### config.mk
export PLATFORM = sky130hd
export DESIGN_NAME = rirq_readout
export DESIGN_NICKNAME = d
export VERILOG_FILES = /design/src/core/rirq_pkg.sv /design/src/core/rirq_cs_store.sv /design/src/core/rirq_readout.sv
export VERILOG_INCLUDE_DIRS = /design/src /design/src/core
export SDC_FILE = /design/constraint.sdc
export NUM_CORES = 1
export LEC_CHECK = 0
export BUFFER_PORTS_ARGS = -buffer_cell sky130_fd_sc_hd__buf_2
export CORE_MARGIN = 2
export CORE_UTILIZATION = 48
export CTS_CLUSTER_DIAMETER = 80
export DETAILED_ROUTE_END_ITERATION = 8
export GPL_TIMING_DRIVEN = 0
export HOLD_SLACK_MARGIN = 0.1
export MAX_ROUTING_LAYER = met4
export PLACE_DENSITY_LB_ADDON = 0.08
export SYNTH_ARGS = -nofsm -noshare
export SYNTH_HDL_FRONTEND = slang
export SYNTH_HIERARCHICAL = 1
export SYNTH_SLANG_ARGS = --single-unit
### constraint.sdc
create_clock -name CORE_CLK -period 7.11 [get_ports CORE_CLK]
set_input_delay 1.0665 -clock CORE_CLK [delete_from_list [all_inputs] [get_ports CORE_CLK]]
set_output_delay 1.0665 -clock CORE_CLK [all_outputs]
set_load 0.01 [all_outputs]
### src/core/rirq_consts.svh
`ifndef RIRQ_CONSTS_SVH
`define RIRQ_CONSTS_SVH

// ==========================================================
// Register addresses
`define RIRQ_ADDR_SETTINGS 8'hEA
`define RIRQ_ADDR_EVENT    8'hEB
`define RIRQ_ADDR_FS_CS    8'hEC
`define RIRQ_ADDR_QSUB     8'hED

// ==========================================================
// Settings register field positions and reset value
`define RIRQ_BIT_PULSE_SEL 0
`define RIRQ_BIT_PIN_SEL   8
`define RIRQ_BIT_ERR_EN    9
`define RIRQ_BIT_PCM_EN    10
`define RIRQ_BIT_EMP_EN    11
`define RIRQ_BIT_PAR_EN    12
`define RIRQ_BIT_FS_EN     13
`define RIRQ_BIT_CS_EN     14
`define RIRQ_BIT_Q_EN      15
`define RIRQ_SETTINGS_RST  16'h0000

// ==========================================================
// Widths
`define RIRQ_CS_BITS   48
`define RIRQ_Q_BITS    80
`define RIRQ_RD_BITS   88

`endif

### src/core/rirq_pkg.sv
package rirq_pkg;

  // Live status from the receiver core
  typedef struct packed {
    logic tx_error;
    logic pll_locked;
    logic non_pcm;
    logic emphasis;
    logic parity_err;
  } rirq_status_t;

  // Event strobes from the receiver core
  typedef struct packed {
    logic fs_update;
    logic cs_block_done;
    logic q_load;
  } rirq_strobe_t;

  // Decoded settings register
  typedef struct packed {
    logic q_subcode_irq_enable;
    logic chan_status_irq_enable;
    logic fs_result_irq_enable;
    logic parity_flag_irq_enable;
    logic emp_irq_enable;
    logic pcm_irq_enable;
    logic err_irq_enable;
    logic pin_irq_select;
    logic irq_pulse_select;
  } rirq_cfg_t;

endpackage

### src/core/rirq_cs_store.sv
`timescale 1ns/1ns
`default_nettype none

module rirq_cs_store #(
  parameter int WIDTH = 48
) (
  input  wire logic             clk,
  input  wire logic             rst_n,
  input  wire logic             load,
  input  wire logic [WIDTH-1:0] data,
  output var  logic             match
);

  logic [WIDTH-1:0] prev;
  logic             have_prev;
  logic [WIDTH-1:0] next_prev;
  logic             next_have_prev;
  logic             next_match;

  // ==========================================================
  // Compare new block with stored block
  always_comb begin
    next_prev      = prev;
    next_have_prev = have_prev;
    next_match     = 1'b0;
    if (load) begin
      next_prev      = data;
      next_have_prev = 1'b1;
      next_match     = have_prev && (data == prev);
    end
  end

  always_ff @(posedge clk or negedge rst_n) begin
    if (!rst_n) begin
      prev      <= '0;
      have_prev <= 1'b0;
      match     <= 1'b0;
    end else begin
      prev      <= next_prev;
      have_prev <= next_have_prev;
      match     <= next_match;
    end
  end

endmodule

`default_nettype wire

### src/core/rirq_readout.sv
`timescale 1ns/1ns
`default_nettype none
`include "rirq_consts.svh"

module rirq_readout
  import rirq_pkg::*;
(
  input  wire logic                     CORE_CLK,
  input  wire logic                     RST_B,
  input  wire rirq_status_t             STATUS,
  input  wire rirq_strobe_t             STROBE,
  input  wire logic [2:0]               FS_RANGE_CODE,
  input  wire logic [`RIRQ_CS_BITS-1:0] CS_BITS,
  input  wire logic [`RIRQ_Q_BITS-1:0]  Q_DATA,
  input  wire logic [1:0]               Q_CRC,
  input  wire logic                     WR_REQ,
  input  wire logic [7:0]               WR_ADDR,
  input  wire logic [15:0]              WR_DATA,
  input  wire logic                     RD_REQ,
  input  wire logic [7:0]               RD_ADDR,
  input  wire logic                     RD_DONE,
  output var  logic [`RIRQ_RD_BITS-1:0] RD_DATA,
  output var  logic                     RD_VALID,
  output var  logic                     EMP_INT_PIN
);

  logic       rst_meta;
  logic       rst_n;
  rirq_cfg_t  cfg;
  rirq_cfg_t  next_cfg;
  logic [7:0] rd_addr_q;
  logic [7:0] next_rd_addr_q;
  logic [`RIRQ_RD_BITS-1:0] next_rd_data;
  logic       next_rd_valid;
  logic       fs_flag;
  logic       cs_flag;
  logic       q_flag;
  logic       next_fs_flag;
  logic       next_cs_flag;
  logic       next_q_flag;
  logic       pending;
  logic       next_pending;
  logic       next_pin;
  logic [`RIRQ_Q_BITS-1:0] q_hold;
  logic [`RIRQ_Q_BITS-1:0] next_q_hold;
  logic [1:0] crc_hold;
  logic [1:0] next_crc_hold;
  logic [3:0] live_last;
  logic [3:0] live_now;
  logic       cs_match;
  logic       ev_err;
  logic       ev_pcm;
  logic       ev_emp;
  logic       ev_par;
  logic       ev_fs;
  logic       ev_cs;
  logic       ev_q;
  logic       any_ev;
  logic       clear_rd;
  logic       error_state_bit;
  logic [7:0] event_byte;

  // ==========================================================
  // Reset release through two flops
  always_ff @(posedge CORE_CLK or negedge RST_B) begin
    if (!RST_B) begin
      rst_meta <= 1'b0;
      rst_n    <= 1'b0;
    end else begin
      rst_meta <= 1'b1;
      rst_n    <= rst_meta;
    end
  end

  // ==========================================================
  // Settings register write
  always_comb begin
    next_cfg = cfg;
    if (WR_REQ && WR_ADDR == `RIRQ_ADDR_SETTINGS) begin
      next_cfg.irq_pulse_select       = WR_DATA[`RIRQ_BIT_PULSE_SEL];
      next_cfg.pin_irq_select         = WR_DATA[`RIRQ_BIT_PIN_SEL];
      next_cfg.err_irq_enable         = WR_DATA[`RIRQ_BIT_ERR_EN];
      next_cfg.pcm_irq_enable         = WR_DATA[`RIRQ_BIT_PCM_EN];
      next_cfg.emp_irq_enable         = WR_DATA[`RIRQ_BIT_EMP_EN];
      next_cfg.parity_flag_irq_enable = WR_DATA[`RIRQ_BIT_PAR_EN];
      next_cfg.fs_result_irq_enable   = WR_DATA[`RIRQ_BIT_FS_EN];
      next_cfg.chan_status_irq_enable = WR_DATA[`RIRQ_BIT_CS_EN];
      next_cfg.q_subcode_irq_enable   = WR_DATA[`RIRQ_BIT_Q_EN];
    end
  end

  always_ff @(posedge CORE_CLK or negedge rst_n) begin
    if (!rst_n) begin
      cfg <= rirq_cfg_t'(9'h000);
    end else begin
      cfg <= next_cfg;
    end
  end

  // ==========================================================
  // Channel-status block comparison
  rirq_cs_store #(
    .WIDTH (`RIRQ_CS_BITS)
  ) u_cs_store (
    .clk   (CORE_CLK),
    .rst_n (rst_n),
    .load  (STROBE.cs_block_done),
    .data  (CS_BITS),
    .match (cs_match)
  );

  // ==========================================================
  // Event detection and gating
  assign error_state_bit = STATUS.tx_error | ~STATUS.pll_locked;
  assign live_now = {error_state_bit, STATUS.non_pcm, STATUS.emphasis, STATUS.parity_err};
  assign ev_err   = cfg.err_irq_enable & (live_now[3] ^ live_last[3]);
  assign ev_pcm   = cfg.pcm_irq_enable & (live_now[2] ^ live_last[2]);
  assign ev_emp   = cfg.emp_irq_enable & (live_now[1] ^ live_last[1]);
  assign ev_par   = cfg.parity_flag_irq_enable & live_now[0] & ~live_last[0];
  assign ev_fs    = cfg.fs_result_irq_enable & STROBE.fs_update;
  assign ev_cs    = cfg.chan_status_irq_enable & cs_match;
  assign ev_q     = cfg.q_subcode_irq_enable & STROBE.q_load;
  assign any_ev   = ev_err | ev_pcm | ev_emp | ev_par | ev_fs | ev_cs | ev_q;
  assign clear_rd = RD_DONE && rd_addr_q == `RIRQ_ADDR_EVENT;

  // Live state bits and event status byte
  assign event_byte = {q_flag, cs_flag, fs_flag, STATUS.parity_err,
                       STATUS.emphasis, STATUS.non_pcm, error_state_bit, 1'b0};

  // ==========================================================
  // Sticky flags, interrupt state and pin
  always_comb begin
    next_fs_flag = (fs_flag & ~clear_rd) | STROBE.fs_update;
    next_cs_flag = (cs_flag & ~clear_rd) | cs_match;
    next_q_flag  = (q_flag & ~clear_rd) | STROBE.q_load;
    next_pending = (pending & ~clear_rd) | any_ev;
    if (!cfg.pin_irq_select) begin
      next_pin = STATUS.emphasis;
    end else if (cfg.irq_pulse_select) begin
      next_pin = any_ev;
    end else begin
      next_pin = next_pending;
    end
  end

  always_ff @(posedge CORE_CLK or negedge rst_n) begin
    if (!rst_n) begin
      fs_flag     <= 1'b0;
      cs_flag     <= 1'b0;
      q_flag      <= 1'b0;
      pending     <= 1'b0;
      EMP_INT_PIN <= 1'b0;
      live_last   <= 4'h0;
    end else begin
      fs_flag     <= next_fs_flag;
      cs_flag     <= next_cs_flag;
      q_flag      <= next_q_flag;
      pending     <= next_pending;
      EMP_INT_PIN <= next_pin;
      live_last   <= live_now;
    end
  end

  // ==========================================================
  // Read data capture and Q snapshot
  always_comb begin
    next_q_hold    = STROBE.q_load ? Q_DATA : q_hold;
    next_crc_hold  = STROBE.q_load ? Q_CRC : crc_hold;
    next_rd_data   = RD_DATA;
    next_rd_valid  = 1'b0;
    next_rd_addr_q = rd_addr_q;
    if (RD_REQ) begin
      next_rd_addr_q = RD_ADDR;
      next_rd_valid  = 1'b1;
      unique case (RD_ADDR)
        `RIRQ_ADDR_EVENT: next_rd_data = {80'h0, event_byte};
        `RIRQ_ADDR_FS_CS: next_rd_data = {32'h0, CS_BITS, 1'b0, FS_RANGE_CODE, 1'b0,
                                          STATUS.non_pcm, error_state_bit, 1'b0};
        `RIRQ_ADDR_QSUB:  next_rd_data = {q_hold, 6'h00, crc_hold};
        default:          next_rd_data = '0;
      endcase
    end
  end

  always_ff @(posedge CORE_CLK or negedge rst_n) begin
    if (!rst_n) begin
      q_hold    <= '0;
      crc_hold  <= 2'h0;
      RD_DATA   <= '0;
      RD_VALID  <= 1'b0;
      rd_addr_q <= 8'h00;
    end else begin
      q_hold    <= next_q_hold;
      crc_hold  <= next_crc_hold;
      RD_DATA   <= next_rd_data;
      RD_VALID  <= next_rd_valid;
      rd_addr_q <= next_rd_addr_q;
    end
  end

  // ==========================================================
  // Checks
  AST_PARITY_GATE: assert property (@(posedge CORE_CLK) disable iff (!rst_n)
    (!cfg.parity_flag_irq_enable && STATUS.parity_err && !live_last[0] && !pending
    && !(ev_err | ev_pcm | ev_emp | ev_fs | ev_cs | ev_q)) |=> !pending)
    else $error("parity event passed while disabled");
  AST_LEVEL_HOLD: assert property (@(posedge CORE_CLK) disable iff (!rst_n)
    (cfg.pin_irq_select && !cfg.irq_pulse_select && pending && !clear_rd && $stable(cfg))
    |=> EMP_INT_PIN) else $error("level interrupt dropped before event read");
  AST_READ_CLEAR: assert property (@(posedge CORE_CLK) disable iff (!rst_n)
    (clear_rd && !any_ev) |=> !pending) else $error("interrupt not cleared by event read");
  AST_CS_FLAG: assert property (@(posedge CORE_CLK) disable iff (!rst_n)
    (STROBE.cs_block_done && u_cs_store.have_prev && CS_BITS == u_cs_store.prev) |-> ##2 cs_flag)
    else $error("channel-status flag missed");
  AST_EVENT_LAYOUT: assert property (@(posedge CORE_CLK) disable iff (!rst_n)
    (RD_REQ && RD_ADDR == `RIRQ_ADDR_EVENT) |=> RD_VALID && RD_DATA[0] == 1'b0
    && RD_DATA[7:1] == $past(event_byte[7:1])) else $error("event register layout wrong");
  AST_FS_LAYOUT: assert property (@(posedge CORE_CLK) disable iff (!rst_n)
    (RD_REQ && RD_ADDR == `RIRQ_ADDR_FS_CS) |=> RD_DATA[55:8] == $past(CS_BITS)
    && RD_DATA[6:4] == $past(FS_RANGE_CODE) && RD_DATA[87:56] == 32'h0) else $error("fs register layout wrong");
  AST_ERR_SAME: assert property (@(posedge CORE_CLK) disable iff (!rst_n)
    (RD_REQ && RD_ADDR == `RIRQ_ADDR_FS_CS) |=> RD_DATA[2:1] == $past(event_byte[2:1]))
    else $error("error bits differ between registers");
  AST_PULSE_ONE: assert property (@(posedge CORE_CLK) disable iff (!rst_n)
    (cfg.pin_irq_select && cfg.irq_pulse_select && $stable(cfg) && !any_ev) |=> !EMP_INT_PIN)
    else $error("pulse mode pin held without event");
  AST_ANY_EVENT: assert property (@(posedge CORE_CLK) disable iff (!rst_n)
    any_ev |=> pending) else $error("enabled event did not raise interrupt");
  AST_FS_GATE: assert property (@(posedge CORE_CLK) disable iff (!rst_n)
    (!cfg.fs_result_irq_enable && STROBE.fs_update && !pending
    && !(ev_err | ev_pcm | ev_emp | ev_par | ev_cs | ev_q)) |=> !pending)
    else $error("fs event passed while disabled");

endmodule

`default_nettype wire

* Yosys cells after proc, flatten, opt, wreduce, memory -nomap -nowiden *
Index checks and enable logic that the tools add are counted.

word-level totals
  flip-flop bits (word level) = 249
  logic and storage cells = 68

operators by class
  equal/unequal tests = 6
  multiplexer cells = 5
  bitwise gates (word level) = 29
  reduce and logical (&&, ||, !) cells = 3

operator list
  kind                                         number
  one-hot mux 88 bit (3 select lines)          1
  equality test 48 bit                         1
  equality test 8 bit (second input constant)  5
  AND 1 bit                                    12
  OR 1 bit                                     11
  2-to-1 mux 1 bit                             4
  logical AND 1 bit                            3
  inverter 1 bit                               3
  bitwise XOR 1 bit                            3

* Depth between registers and ports, before layout *
  depth after elaboration = 13
  gate-level depth with buffers = 7
  depth with buffers taken out = 4

* Hierarchy *
The synthesis kept the hierarchy.

modules (own cells, without submodules)
  module         instances  cells an instance  area an instance (µm²)  seq. area each (µm²)
  rirq_readout   1          513                7796.2                  4979.8
  rirq_cs_store  1          170                2394.8                  1251.2

* Least setup slack after synthesis *
No wires, ideal clock.

  path type = input to register
  start = input port WR_ADDR[4]
  end = register cfg[0] (netlist name)
  library setup time = 125 ps
  arrival time = 2223 ps
  required time = 6985 ps
  path slack = 4762 ps
  stages = 4
  path buffers = 0
  path through = and4b_1 nand3_1 nor4b_4 mux2_2

on the way
  longest elaborated chain between the ends = 2

ends and longest elaborated chain
  element                        line                RTL
  from (decl)                    rirq_readout.sv:17  input wire logic [7:0] WR_ADDR,
  equality test 8 bit (no line)  --
  logical AND 1 bit (no line)    --
  to (signal assigned)           rirq_readout.sv:94  cfg <= rirq_cfg_t'(9'h000);
  to (signal assigned)           rirq_readout.sv:96  cfg <= next_cfg;
  to (decl)                      rirq_readout.sv:29  rirq_cfg_t cfg;

Every way passes these cells.
A chain may end at the register's enable or synchronous reset.

* Worst setup path after layout *
  start = input port RD_REQ
  end = register RD_DATA[50]

RTL lines
  element               line                 RTL
  from (decl)           rirq_readout.sv:19   input wire logic RD_REQ,
  to (signal assigned)  rirq_readout.sv:195  RD_DATA <= next_rd_data;
  to (decl)             rirq_readout.sv:22   output var logic [`RIRQ_RD_BITS-1:0] RD_DATA,

No word-level cell between the ends.

==> reports/results.txt <==
Unrepaired setup endpoints after global routing: no
Cells after synthesis: 683
Comb power frac: 9.4%
Design area: 12,800 sq um
Synth Area in Simple Gates: 3.02%
Die area: 22,400 sq um
Final Wtd Congestion: 0.727
Ys flop type: dfrtp_1
Worst-path cell chain: buf_2, buf_4, inv_2, clkbuf_1, clkbuf_1, o2bb2ai_1
Tightest Hold Check Type: in2async
Crit share post-route: 31.8%
Maximum fanout along the worst path: 10
Post-DP Area: 11,900 sq um
Placed cell count: 1,220
IO Count: 268
Synth Area in XOR/XNOR: 4.38%
Mapped Area: 10,200 sq um
Clock root buffer: clkbuf_16
Worst IR Drop VDD: 176 uV
Synth Area in Compound Gates: 8.62%
Clk network pwr share: 42.4%
Nets: 1,152
Total routed wirelength: 24,500 um
Post-synthesis cell type count: 39
Clk sinks: 249
Max Cap Violations: 0
P_leak: 6.26 nW
Die Ht: 150 um
Final setup violation count: 0
Via count: 6,672
Slowest stage cell, crit path: clkbuf_1
Seq cells post-synth: 249
Maximum clock insertion buffer count: 3
Required time worst endpoint: 7550 ps
Final Slew Violations: 0
Critical path's most frequent cell: clkbuf_1
Detail Route Antenna Nets: 0
Synth Area in Adders: 0%
Layout cells sized above 1: 48.5%
Initial Utilization: 48.6%
1st-pass router iterations: 4
First-pass GRT wire length: 38,100 um
TritonCTS clock tree: built
Sw power: 0.744 mW
CP top delay family: buffers and inverters
Sw Ratio: 23.0%
Most frequent cells after synthesis: dfrtp_1, mux2_2, o2bb2ai_1
Area added between synthesis and finish: 25.8%
DP Worst Slack: 4280 ps
Largest stage delay, worst path: 470 ps
Htree depth: 1
Pwr/cell area: 252 nW/um^2
Area contributors post-synth: dfrtp_1, mux2_2, mux2i_1
Yosys top cell area share: 61.1%
Gr usage total: 22.5%
PortBufs: 258
Number of hold violations in the final report: 0
Postcts setup bufs: 0
Post-synth top area cell: dfrtp_1
Worst setup EP type: register
Worst slew pin tran: 864 ps
Post-synth ARST share: 100%
Setup TNS: 0 ps
Via-per-instance ratio: 5.26
Worst-Skew Late Latency: 520 ps
Number of synthesis warnings: 6
Initial DRC Count: 214
Initial antenna violation count: 1
Reg clk slew, reported paths: 60 ps
Number of global-route vias before repair: 6,841
Number of synthesized flops with an enable pin: 0
Total grt overflow: 0
Synthesized area per cell: 14.9 sq um
Final Worst Setup Slack: 4850 ps
Worst Path Arrival: 2700 ps
CTS buffer count: 27
Largest family of logic cells by synthesized area: multiplexers
Pin count of the biggest net entering global routing: 64
Final std cells w/o fill: 1,269
CP startpoint: RD_REQ
Hold Buf Count CTS: 0
F_max: 0.443 GHz
Row count: 53
Synth Net Count: 861
Sequential power share: 48.1%
P_int: 2.49 mW
Post_cts resized: 0
Buf/Inv on CP: 5
CP startpoint kind: primary input
Most common cell in the netlist: dfrtp_1
Clk_skew: 12.6 ps
Minimum clock period: 2260 ps
Critical setup path kind: in2reg
Max_slew headroom: 42.4%
DP Wirelength: 18,000 um
Die width: 150 um
Post-synthesis sequential area ratio: 61.1%
Post-synthesis mux area share: 20.8%
Routed wire per std cell: 19.3 um
Worst r2r src: u_cs_store/match
Core ar.: 21,000 sq um
Post-route DRC: 0
Status: completed
==> sequential cells by signal, indices dropped and copies added (netlist names) <==
name and flops:
cfg 9, u_cs_store/have_prev 1, rd_addr_q 8, rst_meta 1, cs_flag 1, pending 1
rst_n 1, live_last 4, RD_DATA 88, u_cs_store/match 1, EMP_INT_PIN 1, RD_VALID 1
crc_hold 2, u_cs_store/prev 48, fs_flag 1, q_hold 80, q_flag 1
==> kinds of logic after synthesis <==
| group | Yosys count |
|---|---|
| AO/OA/AOI/OAI | 103 |
| multiplexers | 194 |
| other | 1 |
| AND/OR/NAND/NOR | 42 |
| XOR/XNOR | 51 |
| flip-flops | 249 |
| buffers and inverters | 43 |
==> routing by layer <==
metal  track usage [%]  vias up  routed length (um)  share of wire, %
met5                 -        -                   0                 0
met4              5.52        0                 508               2.1
met3              3.11       35                 989               4.0
met2              35.3      170               11700                48
met1              31.5     3377               11300                46
li1                  -     3090                   -                 -
==> final cells by class <==
| cell class | instances | area (sq um) |
|---|---|---|
| Antenna cell | 2 | 5.00 |
| Buffer | 40 | 188 |
| Clock buffer | 44 | 830 |
| Clock inverter | 3 | 43.8 |
| Fill cell | 1739 | 8140 |
| Inverter | 3 | 11.3 |
| Multi-Input combinational cell | 391 | 3760 |
| Sequential cell | 249 | 6230 |
| Tap cell | 275 | 344 |
| Timing Repair Buffer | 262 | 1400 |
==> layout by cell type (no fill, tap or decap), types with 3 or more instances in the layout <==
master     count
a21o_1         3
a22o_1        34
a22oi_1        4
buf_16         4
buf_2        276
buf_4          4
clkbuf_1      24
clkbuf_16     27
clkbuf_8       9
dfrtp_1      248
mux2_2       146
mux2i_1       48
nand2_1        8
nand4_1        4
nor4_1         5
nor4_2         7
o21ai_0        4
o2bb2ai_1     53
xor2_1        49
==> final timing paths <==
check                              end  slack [ps]  depth (start not counted)
min                           rst_meta         320                          1
max in group asynchronous     RD_VALID        5850                          2
max reg2reg                EMP_INT_PIN        5540                          4
max                        RD_DATA[50]        4850                          6
min reg2reg                 q_hold[33]         330                          0
min in group CORE_CLK            rst_n         360                          0
==> worst register-to-register path, cell delays in order, from the launching register on <==
cell,delay [ps]
dfrtp_1,400
a222oi_1,380
o21ai_0,170
a211oi_1,350
a31oi_1,140
==> power groups by stage <==
stage | Clock, mW | Combinational, mW | Sequential (mW)
2_1_floorplan | 0 | 0.176 | 1.59
3_3_place_gp | 0 | 0.273 | 1.60
3_5_place_dp | 0 | 0.309 | 1.58
4_1_cts | 1.40 | 0.311 | 1.56
5_1_grt | 1.46 | 0.335 | 1.57
6_report | 1.37 | 0.305 | 1.56
==> stage by stage <==
step / power, mW / util [%] / hold WS [ps]
6_report: 3.23 / 61.2 / 319
5_1_grt: 3.36 / 61.2 / 304
4_1_cts: 3.27 / 61.1 / 299
3_5_place_dp: 1.89 / 57.0 / 346
3_3_place_gp: 1.87 / 56.4 / 336
2_1_floorplan: 1.76 / - / 331
No activity file was read; power rests on OpenSTA's default activity.
